### src/wdrst_pkg.sv
// Purpose: shared constants for the watchdog and reset-source logic
// Assumes: one 250 MHz system clock; register port with 2-bit address
// Notes:   all offsets, field positions, reset values and timings live here
package wdrst_pkg;

  // clock and derived rates
  localparam int unsigned CLK_HZ        = 250_000_000;
  localparam int unsigned WDT_OSC_HZ    = 1_000_000;
  localparam int unsigned WDT_OSC_DIV   = CLK_HZ / WDT_OSC_HZ;

  // watchdog base period in oscillator ticks, doubled per prescale step
  localparam int unsigned WDT_BASE_TICKS = 16_384;
  localparam int unsigned WDT_PSEL_MAX   = 7;
  localparam int unsigned WDT_CNT_W      = 22;

  // change-enable window length in system clock cycles
  localparam int unsigned CE_WINDOW     = 4;
  localparam logic [2:0]  CE_WINDOW_C   = 3'h4;

  // brown-out filter time, least time, rounded up to whole cycles
  localparam int unsigned BOD_FILTER_NS = 2_000;
  localparam int unsigned CLK_PERIOD_PS = 4_000;
  localparam int unsigned BOD_FILTER_CYC =
    (BOD_FILTER_NS * 1000 + CLK_PERIOD_PS - 1) / CLK_PERIOD_PS;

  // reset delay period in microseconds and its cycle count
  localparam int unsigned RESET_DELAY_US  = 64;
  localparam int unsigned RESET_DELAY_CYC = RESET_DELAY_US * (CLK_HZ / 1_000_000);

  // register map
  localparam int unsigned REG_ADDR_W      = 2;
  localparam logic [1:0]  OFS_RESET_FLAGS = 2'h0;
  localparam logic [1:0]  OFS_WDT_CTRL    = 2'h1;

  // reset_cause_flags fields
  localparam int unsigned FLAG_POWERON  = 0;
  localparam int unsigned FLAG_EXTERNAL = 1;
  localparam int unsigned FLAG_BROWNOUT = 2;
  localparam int unsigned FLAG_WATCHDOG = 3;
  localparam logic [3:0]  FLAGS_POR_VAL = 4'h1;

  // watchdog_control fields
  localparam int unsigned CTRL_PSEL_LSB = 0;
  localparam int unsigned CTRL_ENABLE   = 3;
  localparam int unsigned CTRL_CHANGE   = 4;
  localparam logic [2:0]  PSEL_RST_VAL  = 3'h0;

endpackage : wdrst_pkg

### src/wdrst_filter.sv
// Purpose: persistence filter, output rises after input held FILTER cycles
// Assumes: input synchronous to clock
// Notes:   output falls in the cycle after the input falls
module wdrst_filter
  import wdrst_pkg::*;
#(
  parameter int unsigned FILTER = BOD_FILTER_CYC
) (
  input  wire logic clock,
  input  wire logic rst,
  input  wire logic level_in,
  output logic      level_out
);

  if (FILTER < 1 || FILTER > 65535) begin : g_chk
    $error("wdrst_filter: FILTER out of range");
  end

  typedef struct packed {
    logic [15:0] cnt;
    logic        out;
  } wdrst_filt_t;

  wdrst_filt_t st_r;
  wdrst_filt_t st_nxt;

  always_comb begin
    st_nxt = st_r;
    if (!level_in) begin
      st_nxt.cnt = 16'h0000;
      st_nxt.out = 1'b0;
    end else if (st_r.cnt == 16'(FILTER - 1)) begin
      st_nxt.out = 1'b1;
    end else begin
      st_nxt.cnt = st_r.cnt + 16'h0001;
    end
  end

  always_ff @(posedge clock) begin
    if (rst) begin
      st_r <= '0;
    end else begin
      st_r <= st_nxt;
    end
  end

  assign level_out = st_r.out;

endmodule // wdrst_filter

### src/wdrst_delay.sv
// Purpose: reset delay counter stretching the internal reset
// Assumes: hold is a level; counting starts the cycle hold falls
// Notes:   busy stays high while hold is high and for DELAY cycles after
module wdrst_delay #(
  parameter int unsigned DELAY = 16_000
) (
  input  wire logic clock,
  input  wire logic rst,
  input  wire logic hold,
  output logic      busy
);

  if (DELAY < 1 || DELAY > 16777215) begin : g_chk
    $error("wdrst_delay: DELAY out of range");
  end

  typedef struct packed {
    logic [23:0] cnt;
  } wdrst_dly_t;

  wdrst_dly_t st_r;
  wdrst_dly_t st_nxt;

  always_comb begin
    st_nxt = st_r;
    if (hold) begin
      st_nxt.cnt = 24'(DELAY);
    end else if (st_r.cnt != 24'h000000) begin
      st_nxt.cnt = st_r.cnt - 24'h000001;
    end
  end

  always_ff @(posedge clock) begin
    if (rst) begin
      st_r.cnt <= 24'(DELAY);
    end else begin
      st_r <= st_nxt;
    end
  end

  assign busy = hold | (st_r.cnt != 24'h000000);

endmodule // wdrst_delay

### src/wdrst_top.sv
// Purpose: watchdog timer with timed change sequences and reset-source capture
// Assumes: all inputs synchronous to clock; rst is the block's own power-up reset
// Notes:   the watchdog oscillator is modelled as a 1 MHz enable from a divider
//          registers: reset_cause_flags at 0, watchdog_control at 1

// Contract
// - brown-out reset asserts at once when enabled
// - hold reset for delay after supply recovers
// - ignore supply dips shorter than filter time
// - watchdog timeout gives one-cycle reset pulse
// - delay starts on falling edge of pulse
// - bandgap on for brown-out, comparator or converter
// - watchdog runs from separate 1 MHz oscillator
// - restart, disable or chip reset clear count
// - timeout without restart resets the device
// - level one: starts disabled, single write enables
// - level two: always enabled, enable reads one
// - level two: sequence changes prescaler, enable ignored
// - change-enable self-clears four cycles after set
// - enable clears only while change-enable set
// - enable one turns on, permitted zero off
// - control: change bit4, enable bit3, 7:5 zero
// - flags 3..1 latch sources, cleared by por/write
// - flag 0 set by power-on, cleared by write
// - flag register bits 7:4 read zero
// - prescaler selects 16K to 2048K oscillator ticks
module wdrst_top
  import wdrst_pkg::*;
#(
  parameter int unsigned BASE_TICKS   = WDT_BASE_TICKS,
  parameter int unsigned OSC_DIV      = WDT_OSC_DIV,
  parameter int unsigned DELAY_CYCLES = RESET_DELAY_CYC,
  parameter int unsigned FILTER_CYC   = BOD_FILTER_CYC
) (
  input  wire logic                  clock,
  input  wire logic                  rst,
  input  wire logic                  poweron_reset,
  input  wire logic                  external_reset_n,
  input  wire logic                  supply_low,
  input  wire logic                  brownout_enable_fuse,
  input  wire logic                  brownout_level_fuse,
  input  wire logic                  watchdog_always_on_fuse,
  input  wire logic                  comparator_bandgap_select,
  input  wire logic                  adc_enable,
  input  wire logic                  watchdog_restart_instruction,
  input  wire logic [REG_ADDR_W-1:0] reg_addr,
  input  wire logic [7:0]            reg_wdata,
  input  wire logic                  reg_wr,
  input  wire logic                  reg_rd,
  output logic      [7:0]            reg_rdata,
  output logic                       core_reset,
  output logic                       brownout_reset,
  output logic                       watchdog_reset_pulse,
  output logic                       bandgap_enable,
  output logic                       brownout_level_select,
  output logic                       watchdog_running
);

  // elaboration checks
  if (BASE_TICKS < 2 || (64'(BASE_TICKS) << WDT_PSEL_MAX) > (64'h1 << WDT_CNT_W)) begin : g_chk_b
    $error("wdrst_top: BASE_TICKS does not fit the watchdog counter");
  end
  if (OSC_DIV < 1 || OSC_DIV > 65535) begin : g_chk_d
    $error("wdrst_top: OSC_DIV out of range");
  end

  typedef struct packed {
    logic [15:0]          div_cnt;
    logic                 tick;
    logic [WDT_CNT_W-1:0] wdt_cnt;
    logic                 wdt_pulse;
    logic                 en;
    logic                 ce;
    logic [2:0]           ce_cnt;
    logic [2:0]           psel;
    logic [3:0]           flags;
    logic [7:0]           rdata;
  } wdrst_state_t;

  wdrst_state_t st_r;
  wdrst_state_t st_nxt;

  logic                 bod_filtered;
  logic                 bod_active;
  logic                 ext_active;
  logic                 src_hold;
  logic                 delay_busy;
  logic                 chip_reset;
  logic                 level_two;
  logic                 en_view;
  logic                 run;
  logic [WDT_CNT_W-1:0] limit;
  logic [7:0]           ctrl_view;
  logic                 wr_ctrl;
  logic                 wr_flags;
  logic                 w_ce;
  logic                 w_en;
  logic [2:0]           w_psel;

  // brown-out path: dips shorter than the filter time never get through
  wdrst_filter #(
    .FILTER (FILTER_CYC)
  ) u_bod_filter (
    .clock     (clock),
    .rst       (rst),
    .level_in  (supply_low & brownout_enable_fuse),
    .level_out (bod_filtered)
  );

  assign bod_active = bod_filtered & brownout_enable_fuse;
  assign ext_active = ~external_reset_n;

  // any live source, or the watchdog pulse, holds the delay counter loaded
  assign src_hold = poweron_reset | ext_active | bod_active | st_r.wdt_pulse;

  wdrst_delay #(
    .DELAY (DELAY_CYCLES)
  ) u_delay (
    .clock (clock),
    .rst   (rst),
    .hold  (src_hold),
    .busy  (delay_busy)
  );

  assign chip_reset = delay_busy;

  assign level_two = watchdog_always_on_fuse;
  assign en_view   = st_r.en | level_two;
  assign run       = en_view & ~chip_reset;

  // timeout length in oscillator ticks, doubling per prescale code
  assign limit = WDT_CNT_W'(BASE_TICKS) << st_r.psel;

  // reserved high bits read zero
  assign ctrl_view = {3'h0, st_r.ce, en_view, st_r.psel};

  assign wr_ctrl  = reg_wr & (reg_addr == OFS_WDT_CTRL);
  assign wr_flags = reg_wr & (reg_addr == OFS_RESET_FLAGS);
  assign w_ce     = reg_wdata[CTRL_CHANGE];
  assign w_en     = reg_wdata[CTRL_ENABLE];
  assign w_psel   = reg_wdata[CTRL_PSEL_LSB +: 3];

  always_comb begin
    st_nxt = st_r;

    // oscillator tick divider, free running and independent of the core
    st_nxt.tick = 1'b0;
    if (st_r.div_cnt == 16'(OSC_DIV - 1)) begin
      st_nxt.div_cnt = 16'h0000;
      st_nxt.tick    = 1'b1;
    end else begin
      st_nxt.div_cnt = st_r.div_cnt + 16'h0001;
    end

    // watchdog counter and expiry
    st_nxt.wdt_pulse = 1'b0;
    if (!run || watchdog_restart_instruction) begin
      st_nxt.wdt_cnt = '0;
    end else if (st_r.tick) begin
      if (st_r.wdt_cnt == limit - WDT_CNT_W'(1)) begin
        st_nxt.wdt_cnt   = '0;
        st_nxt.wdt_pulse = 1'b1;
      end else begin
        st_nxt.wdt_cnt = st_r.wdt_cnt + WDT_CNT_W'(1);
      end
    end

    // change-enable window closes on its own after four cycles
    if (st_r.ce) begin
      if (st_r.ce_cnt == 3'h1) begin
        st_nxt.ce     = 1'b0;
        st_nxt.ce_cnt = 3'h0;
      end else begin
        st_nxt.ce_cnt = st_r.ce_cnt - 3'h1;
      end
    end

    // control register writes
    if (wr_ctrl) begin
      if (w_ce) begin
        // first step: enable written one beside change-enable opens the window
        if (w_en) begin
          st_nxt.en     = 1'b1;
          st_nxt.ce     = 1'b1;
          st_nxt.ce_cnt = CE_WINDOW_C;
        end
      end else if (st_r.ce) begin
        // second step inside the window
        st_nxt.psel   = w_psel;
        st_nxt.ce     = 1'b0;
        st_nxt.ce_cnt = 3'h0;
        if (!level_two) begin
          st_nxt.en = w_en;
        end
      end else if (w_en) begin
        st_nxt.en = 1'b1;
      end
    end

    // chip reset returns control to its initial state
    if (chip_reset) begin
      st_nxt.en     = 1'b0;
      st_nxt.ce     = 1'b0;
      st_nxt.ce_cnt = 3'h0;
      st_nxt.psel   = PSEL_RST_VAL;
    end

    // reset flags: write zero clears, write one keeps, a source set wins
    if (wr_flags) begin
      st_nxt.flags = st_r.flags & reg_wdata[3:0];
    end
    if (st_r.wdt_pulse) begin
      st_nxt.flags[FLAG_WATCHDOG] = 1'b1;
    end
    if (bod_active) begin
      st_nxt.flags[FLAG_BROWNOUT] = 1'b1;
    end
    if (ext_active) begin
      st_nxt.flags[FLAG_EXTERNAL] = 1'b1;
    end
    if (poweron_reset) begin
      st_nxt.flags = FLAGS_POR_VAL;
    end

    // read data, valid in the cycle after the strobe only
    st_nxt.rdata = 8'h00;
    if (reg_rd) begin
      unique case (reg_addr)
        OFS_RESET_FLAGS: st_nxt.rdata = {4'h0, st_r.flags};
        OFS_WDT_CTRL:    st_nxt.rdata = ctrl_view;
        default:         st_nxt.rdata = 8'h00;
      endcase
    end
  end

  always_ff @(posedge clock) begin
    if (rst) begin
      st_r.div_cnt   <= 16'h0000;
      st_r.tick      <= 1'b0;
      st_r.wdt_cnt   <= '0;
      st_r.wdt_pulse <= 1'b0;
      st_r.en        <= 1'b0;
      st_r.ce        <= 1'b0;
      st_r.ce_cnt    <= 3'h0;
      st_r.psel      <= PSEL_RST_VAL;
      st_r.flags     <= FLAGS_POR_VAL;
      st_r.rdata     <= 8'h00;
    end else begin
      st_r <= st_nxt;
    end
  end

  assign reg_rdata             = st_r.rdata;
  assign core_reset            = chip_reset;
  assign brownout_reset        = bod_active;
  assign watchdog_reset_pulse  = st_r.wdt_pulse;
  assign bandgap_enable        = brownout_enable_fuse | comparator_bandgap_select
                                 | adc_enable;
  assign brownout_level_select = brownout_level_fuse;
  assign watchdog_running      = run;

endmodule // wdrst_top

### config.mk
export PLATFORM = sky130hd
export DESIGN_NAME = wdrst_top
export DESIGN_NICKNAME = d
export VERILOG_FILES = /design/src/wdrst_pkg.sv /design/src/wdrst_filter.sv /design/src/wdrst_delay.sv /design/src/wdrst_top.sv
export SDC_FILE = /design/constraint.sdc
export NUM_CORES = 1
export LEC_CHECK = 0
export BUFFER_PORTS_ARGS = -buffer_cell sky130_fd_sc_hd__buf_2
export CAP_MARGIN = 20
export CORE_ASPECT_RATIO = 0.7
export CORE_MARGIN = 4
export CORE_UTILIZATION = 55
export DETAILED_ROUTE_END_ITERATION = 12
export PLACE_DENSITY = 0.74
export SLEW_MARGIN = 40
export SYNTH_ARGS = -nofsm -noshare
export SYNTH_HDL_FRONTEND = slang
export SYNTH_SLANG_ARGS = --single-unit
### constraint.sdc
create_clock -name clock -period 4.8 [get_ports clock]
set_input_delay 0.24 -clock clock [delete_from_list [all_inputs] [get_ports clock]]
set_output_delay 0.24 -clock clock [all_outputs]
set_load 0.05 [all_outputs]
After elaboration in Yosys (flattened, before gate mapping) --
Index checks and enable logic that the tools add are counted.
Cells by class: $add $sub $neg 6, eq/ne operators 8, shifts and indexed selects 1, muxes and demuxes 19, bitwise logic cells 19, reduce and logical (&&, ||, !) cells 17
Operators by type and width (count):
- $add 16x1->16 const B | 2
- $reduce_bool 24->1 | 1
- $sub 24x1->24 const B | 1
- $add 22x1->22 const B | 1
- $eq 22x22->1 | 1
- $mux 22 | 1
- $shl 15x3->22 const A | 1
- $sub 22x1->22 const B | 1
- $eq 16x8->1 const B | 1
- $eq 16x9->1 const B | 1
- $mux 7 | 2
- $reduce_or 2->1 | 7
- $mux 5 | 2
- $pmux 5 s2 | 1
- $mux 1 | 9
- $mux 4 | 2
- $or 1x1->1 | 7
- $mux 3 | 2
- $not 1->1 | 6
- $reduce_bool 2->1 | 3
- $and 1x1->1 | 5
- $and 4x4->4 | 1
- $reduce_and 4->1 | 1
- $eq 3x1->1 const B | 1
- 10 further kinds | 10
Word-level totals: register bits 101, bits of input ports 23, output and inout bits 14, word-level logic and storage cells 86

Longest topological paths before layout --
depth after elaboration 10, depth in mapped cells 10, depth with buffers taken out 8

Hierarchy --
A second synthesis with hierarchy kept.
Second synthesis, totals: cells, all modules 588, area, all modules 5082.4 um^2
Modules (own cells, without submodules):
- wdrst_top | times used 1, cells an instance 332, area an instance 2855.2 um^2
- wdrst_delay | times used 1, cells an instance 159, area an instance 1345.0 um^2
- wdrst_filter | times used 1, cells an instance 97, area an instance 882.1 um^2

Least setup slack after synthesis --
No wires, ideal clock.
path type flip-flop to output port, start reg u_delay.st_r[2] (netlist name), end out watchdog_running, arrival time 2730 ps, setup slack 1830 ps, cell stages (with the launch flop) 7, path buffers 1, path through dfxtp_1 -> nor4_4 -> nand4_4 -> or2_2 -> clkbuf_1 -> or3_1 -> nor2_1
On the way: word-level cells in the longest chain between the ends 4
Ends and longest elaborated chain:
- from (decl) | line wdrst_delay.sv:21 | wdrst_dly_t st_r;
- from (signal assigned) | line wdrst_delay.sv:37 | st_r <= st_nxt;
- $reduce_bool 24->1 | line wdrst_delay.sv:41 | assign busy = hold | (st_r.cnt != 24'h000000);
- $or 1x1->1 | line wdrst_delay.sv:41
- via core_reset | line wdrst_top.sv:51 | output logic core_reset,
- $not 1->1 | line wdrst_top.sv:129 | assign run = en_view & ~chip_reset;
- $and 1x1->1 | line wdrst_top.sv:129
- to (decl) | line wdrst_top.sv:56 | output logic watchdog_running
The timed path passes the listed nets, and every way through them passes these cells.

Worst setup path after layout --
start reg st_r, in the netlist ctrl_view[2], end reg st_r[39] (netlist name)
On the way: word-level cells in the longest chain between the ends 4
Ends and longest elaborated chain:
- from (decl) | line wdrst_top.sv:80 | wdrst_state_t st_r;
- from (signal assigned) | line wdrst_top.sv:249 | st_r <= st_nxt;
- $shl 15x3->22 | line wdrst_top.sv:132 | assign limit = WDT_CNT_W'(BASE_TICKS) << st_r.psel;
- $sub 22x1->22 | line wdrst_top.sv:160 | if (st_r.wdt_cnt == limit - WDT_CNT_W'(1)) begin
- $eq 22x22->1 | line wdrst_top.sv:160
- $mux 22 | line wdrst_top.sv:160
Every way passes these cells. A chain may end at the register's enable or synchronous reset.

==> out/results.tsv <==
stage	metric	value	unit
sta	max_freq	0.347	GHz
grt	grt_overflow	0	
route	routedWlPerCell	14.2	um
placed_design	dp_hpwl	6.94	mm
clocking	cts_tree	done	
route	via_per_inst	5.62	
sta	slew_viol_final	0	
synthesis	syn_inst	547	
synthesis	synthDistinctLibCells	61	
synthesis	synth.avg_cell_area	8.87	sq um
setup_path	critPathArrivalTime	3.13	ns
setup_path	critical_path_class	flip-flop to flip-flop	
sta	fin_skew	0.00797	ns
sta	finalHoldViolCount	0	
setup_path	critPathCaptureType	flip-flop	
synthesis	synth_top_area_cell	dfxtp_1	
setup_path	cp_data_required_time	5.05	ns
grt	first_global_vias	3718	
synthesis	synth-async-reset-ratio	0	%
floorplanning	boundaryPins	37	
route	first_iter_violations	216	
grt	grt_usage	20.4	%
clocking	clock_path_buffers	2	
sta	setup_viol	0	
synthesis	yosys_warnings	0	
sta	final.setup.tns	0	ns
synthesis	yosys_register_bits	98	
grt	grt.busiest_layer	met2	
outcome	status	finished, final reports clean	
setup_path	cp_max_fo	20	
sta	tightest_slew	0.678	ns
floorplanning	fp.dieW	120	um
route	wirelength	9.79	mm
sta	setup_slack	1.92	ns
clocking	post_cts_resized	0	
grt	antenna_found_initial	0	
synthesis	yosysTopAreaCellShare	40.4	%
synthesis	ys_seq_area_share	40.4	%
clocking	numCtsBuffers	9	
grt	grt_util_met3	6.00	%
synthesis	synth-edff-count	0	
grt	use_met1	27.7	%
route	antenna_left	0	
floorplanning	die_h	86.6	um
floorplanning	core	8510	sq um
clocking	clkTransAtPathRegs	0.07	ns
sta	slew_headroom	54.8	%
floorplanning	fp-row-count	28	
floorplanning	die_area	10400	sq um
sta	period_minus_slack	2.88	ns
pwr	power_density	306	nW/um^2
clocking	cts_root_buffer	clkbuf_16	
cells_and_area	fill_cells	727	
clocking	ctsHoldBuffers	0	
grt	grt_max_degree	23	
setup_path	start_kind	flip-flop	
clocking	cts_setup_buffers	0	
grt	grt_pass1_wl	17.3	mm
placed_design	port_buffers	28	
sta	grt_setup_unrepaired	false	
cells_and_area	n_antenna_cell	0	
clocking	cts_sinks	98	
sta	post-route-period-util	60.0	%
route	drc	0	
placed_design	pre_cts_ws	1.95	ns
clocking	htreeDepth	3	
synthesis	ys_top_cells_by_area	dfxtp_1, nor2_1, xor2_1	
synthesis	ys.flop_type	dfxtp_1	
route	dr.pass1.iters	4	
cells_and_area	drive_above_1_share	13.7	%
route	num_vias	3871	
cells_and_area	areaGrowthSynthToFinish	9.46	%
grt	met2_usage	32.3	%
synthesis	syn-cell-area	4850	sq um
floorplanning	initial_core_util	57.0	%
clocking	clock_latency	0.34	ns
worst_hold_path	hold_class	input pin to flip-flop	
pwr	ir_worst_vdd	0.234	mV
pwr	p_leak	0.00177	uW
flow_run	timing.max_cap.violations	0	
cells_and_area	nNetsFinal	596	
placed_design	gp_routability_congestion	0.801	
## routing by layer
| metal | vias to the layer above | wire (um) |
|---|---|---|
| li1 | 1960 | - |
| met1 | 1836 | 4960 |
| met2 | 70 | 4330 |
| met3 | 5 | 421 |
| met4 | 0 | 79 |
| met5 | - | 0 |
## placed cells by master (no fill, tap or decap), drive strengths merged, types with 2 or more instances in the layout
cell and n:
nand2 40, nor4 14, or3 14, a221oi 2
or4 5, or2 3, ha 9, o311ai 3
clkinv 2, nand3b 4, nor2 75, nor3 31
nor3b 2, xor2 31, mux2i 8, a211oi 4
xnor2 29, inv 15, nand2b 6, clkbuf 12
nand3 16, o22ai 2, and2 2, buf 30
a31oi 5, or3b 2, o21ai 21, a21oi 20
nor4b 7, dfxtp 98, and3 6, o211ai 6
conb 3, nand4 17, and4 7, nor2b 2
## state kept, by name (all words and copies together), names as in the netlist
name and flops:
u_bod_filter.level_out 1, st_r 47, u_bod_filter.st_r 16, ctrl_view 4, reg_rdata 5, u_delay.st_r 24, watchdog_reset_pulse 1
## where the power goes
part	switching, uW	total (uW)	internal [uW]
sequential	7.59	827	820
clock	306	725	419
combinational	46.7	72.3	25.6
total	360	1620	1260
## metrics by stage
step           hold WS, ns  total power (uW)  instances  instance area (sq um)  util [%]
3_5_place_dp         0.455               917        673                   5010      58.9
6_report             0.104              1620        689                   5310      62.4
4_1_cts             0.0847              1640        689                   5310      62.4
5_1_grt             0.0973              1690        689                   5310      62.4
2_1_floorplan        0.312               900        549                   4860         -
3_3_place_gp         0.441               915        673                   5010      58.9
## logic make-up (layout without fill, tap and decap cells)
group                    after synthesis  in the layout  share of synthesized area, %
other                                  1              3                        0.0773
AND/OR/NAND/NOR                      257            257                          30.9
AO/OA/AOI/OAI                         72             72                          9.18
XOR/XNOR                              60             60                          10.8
adder cells (fa/ha/maj)                9              9                          2.32
buffers and inverters                 41             61                          4.41
multiplexers                           9              9                          1.88
flip-flops                            98             98                          40.4
## cell usage after synthesis (2+ instances only)
library cell,n
nor3_1,14
nand3b_1,4
or3_2,2
or3_1,11
nor3b_1,2
buf_6,3
nor4_1,11
buf_4,9
o211ai_1,6
nor4_4,3
or4_1,5
o22ai_1,2
nor4b_1,7
xor2_1,31
nor2_1,75
nand2b_1,6
nor3_2,16
and3_1,6
buf_2,3
and4_1,6
a21oi_1,20
a211oi_1,4
inv_1,15
clkbuf_1,11
o311ai_0,3
and2_1,2
mux2i_1,8
ha_1,9
or2_2,2
nand4_1,15
nand3_1,15
nor2b_1,2
a221oi_1,2
dfxtp_1,98
or3b_2,2
a31oi_1,5
xnor2_1,29
nand2_1,40
o21ai_0,21
## cell type report
cell class | count | area [sq um] | share of cell area, %
multi-input combinational | 410 | 2690 | 50.6
sequential | 98 | 1960 | 36.9
clock buffer | 12 | 246 | 4.64
timing repair buffer | 30 | 155 | 2.92
tap | 120 | 150 | 2.83
inverter | 15 | 56.3 | 1.06
clock inverter | 4 | 51.3 | 0.966
## worst max-delay path: stages, from the launching register on
cell and delay [ns]:
dfxtp_1 0.44, or3_1 0.42, ha_1 0.28, xor2_1 0.22, mux2_2 0.36, o211ai_1 0.42
nor4_2 0.09, buf_4 0.26, nor4_1 0.30
## worst paths after layout
check	cells past startpoint	from	to	slack, ns
setup / recovery	8	ctrl_view[2]	st_r[39]	1.92
hold / removal	2	watchdog_restart_instruction	watchdog_reset_pulse	0.10
setup reg to reg	8	ctrl_view[2]	st_r[39]	1.92
hold reg to reg	2	st_r[10]	st_r[10]	0.48
Power figures use the tool's default switching activity.
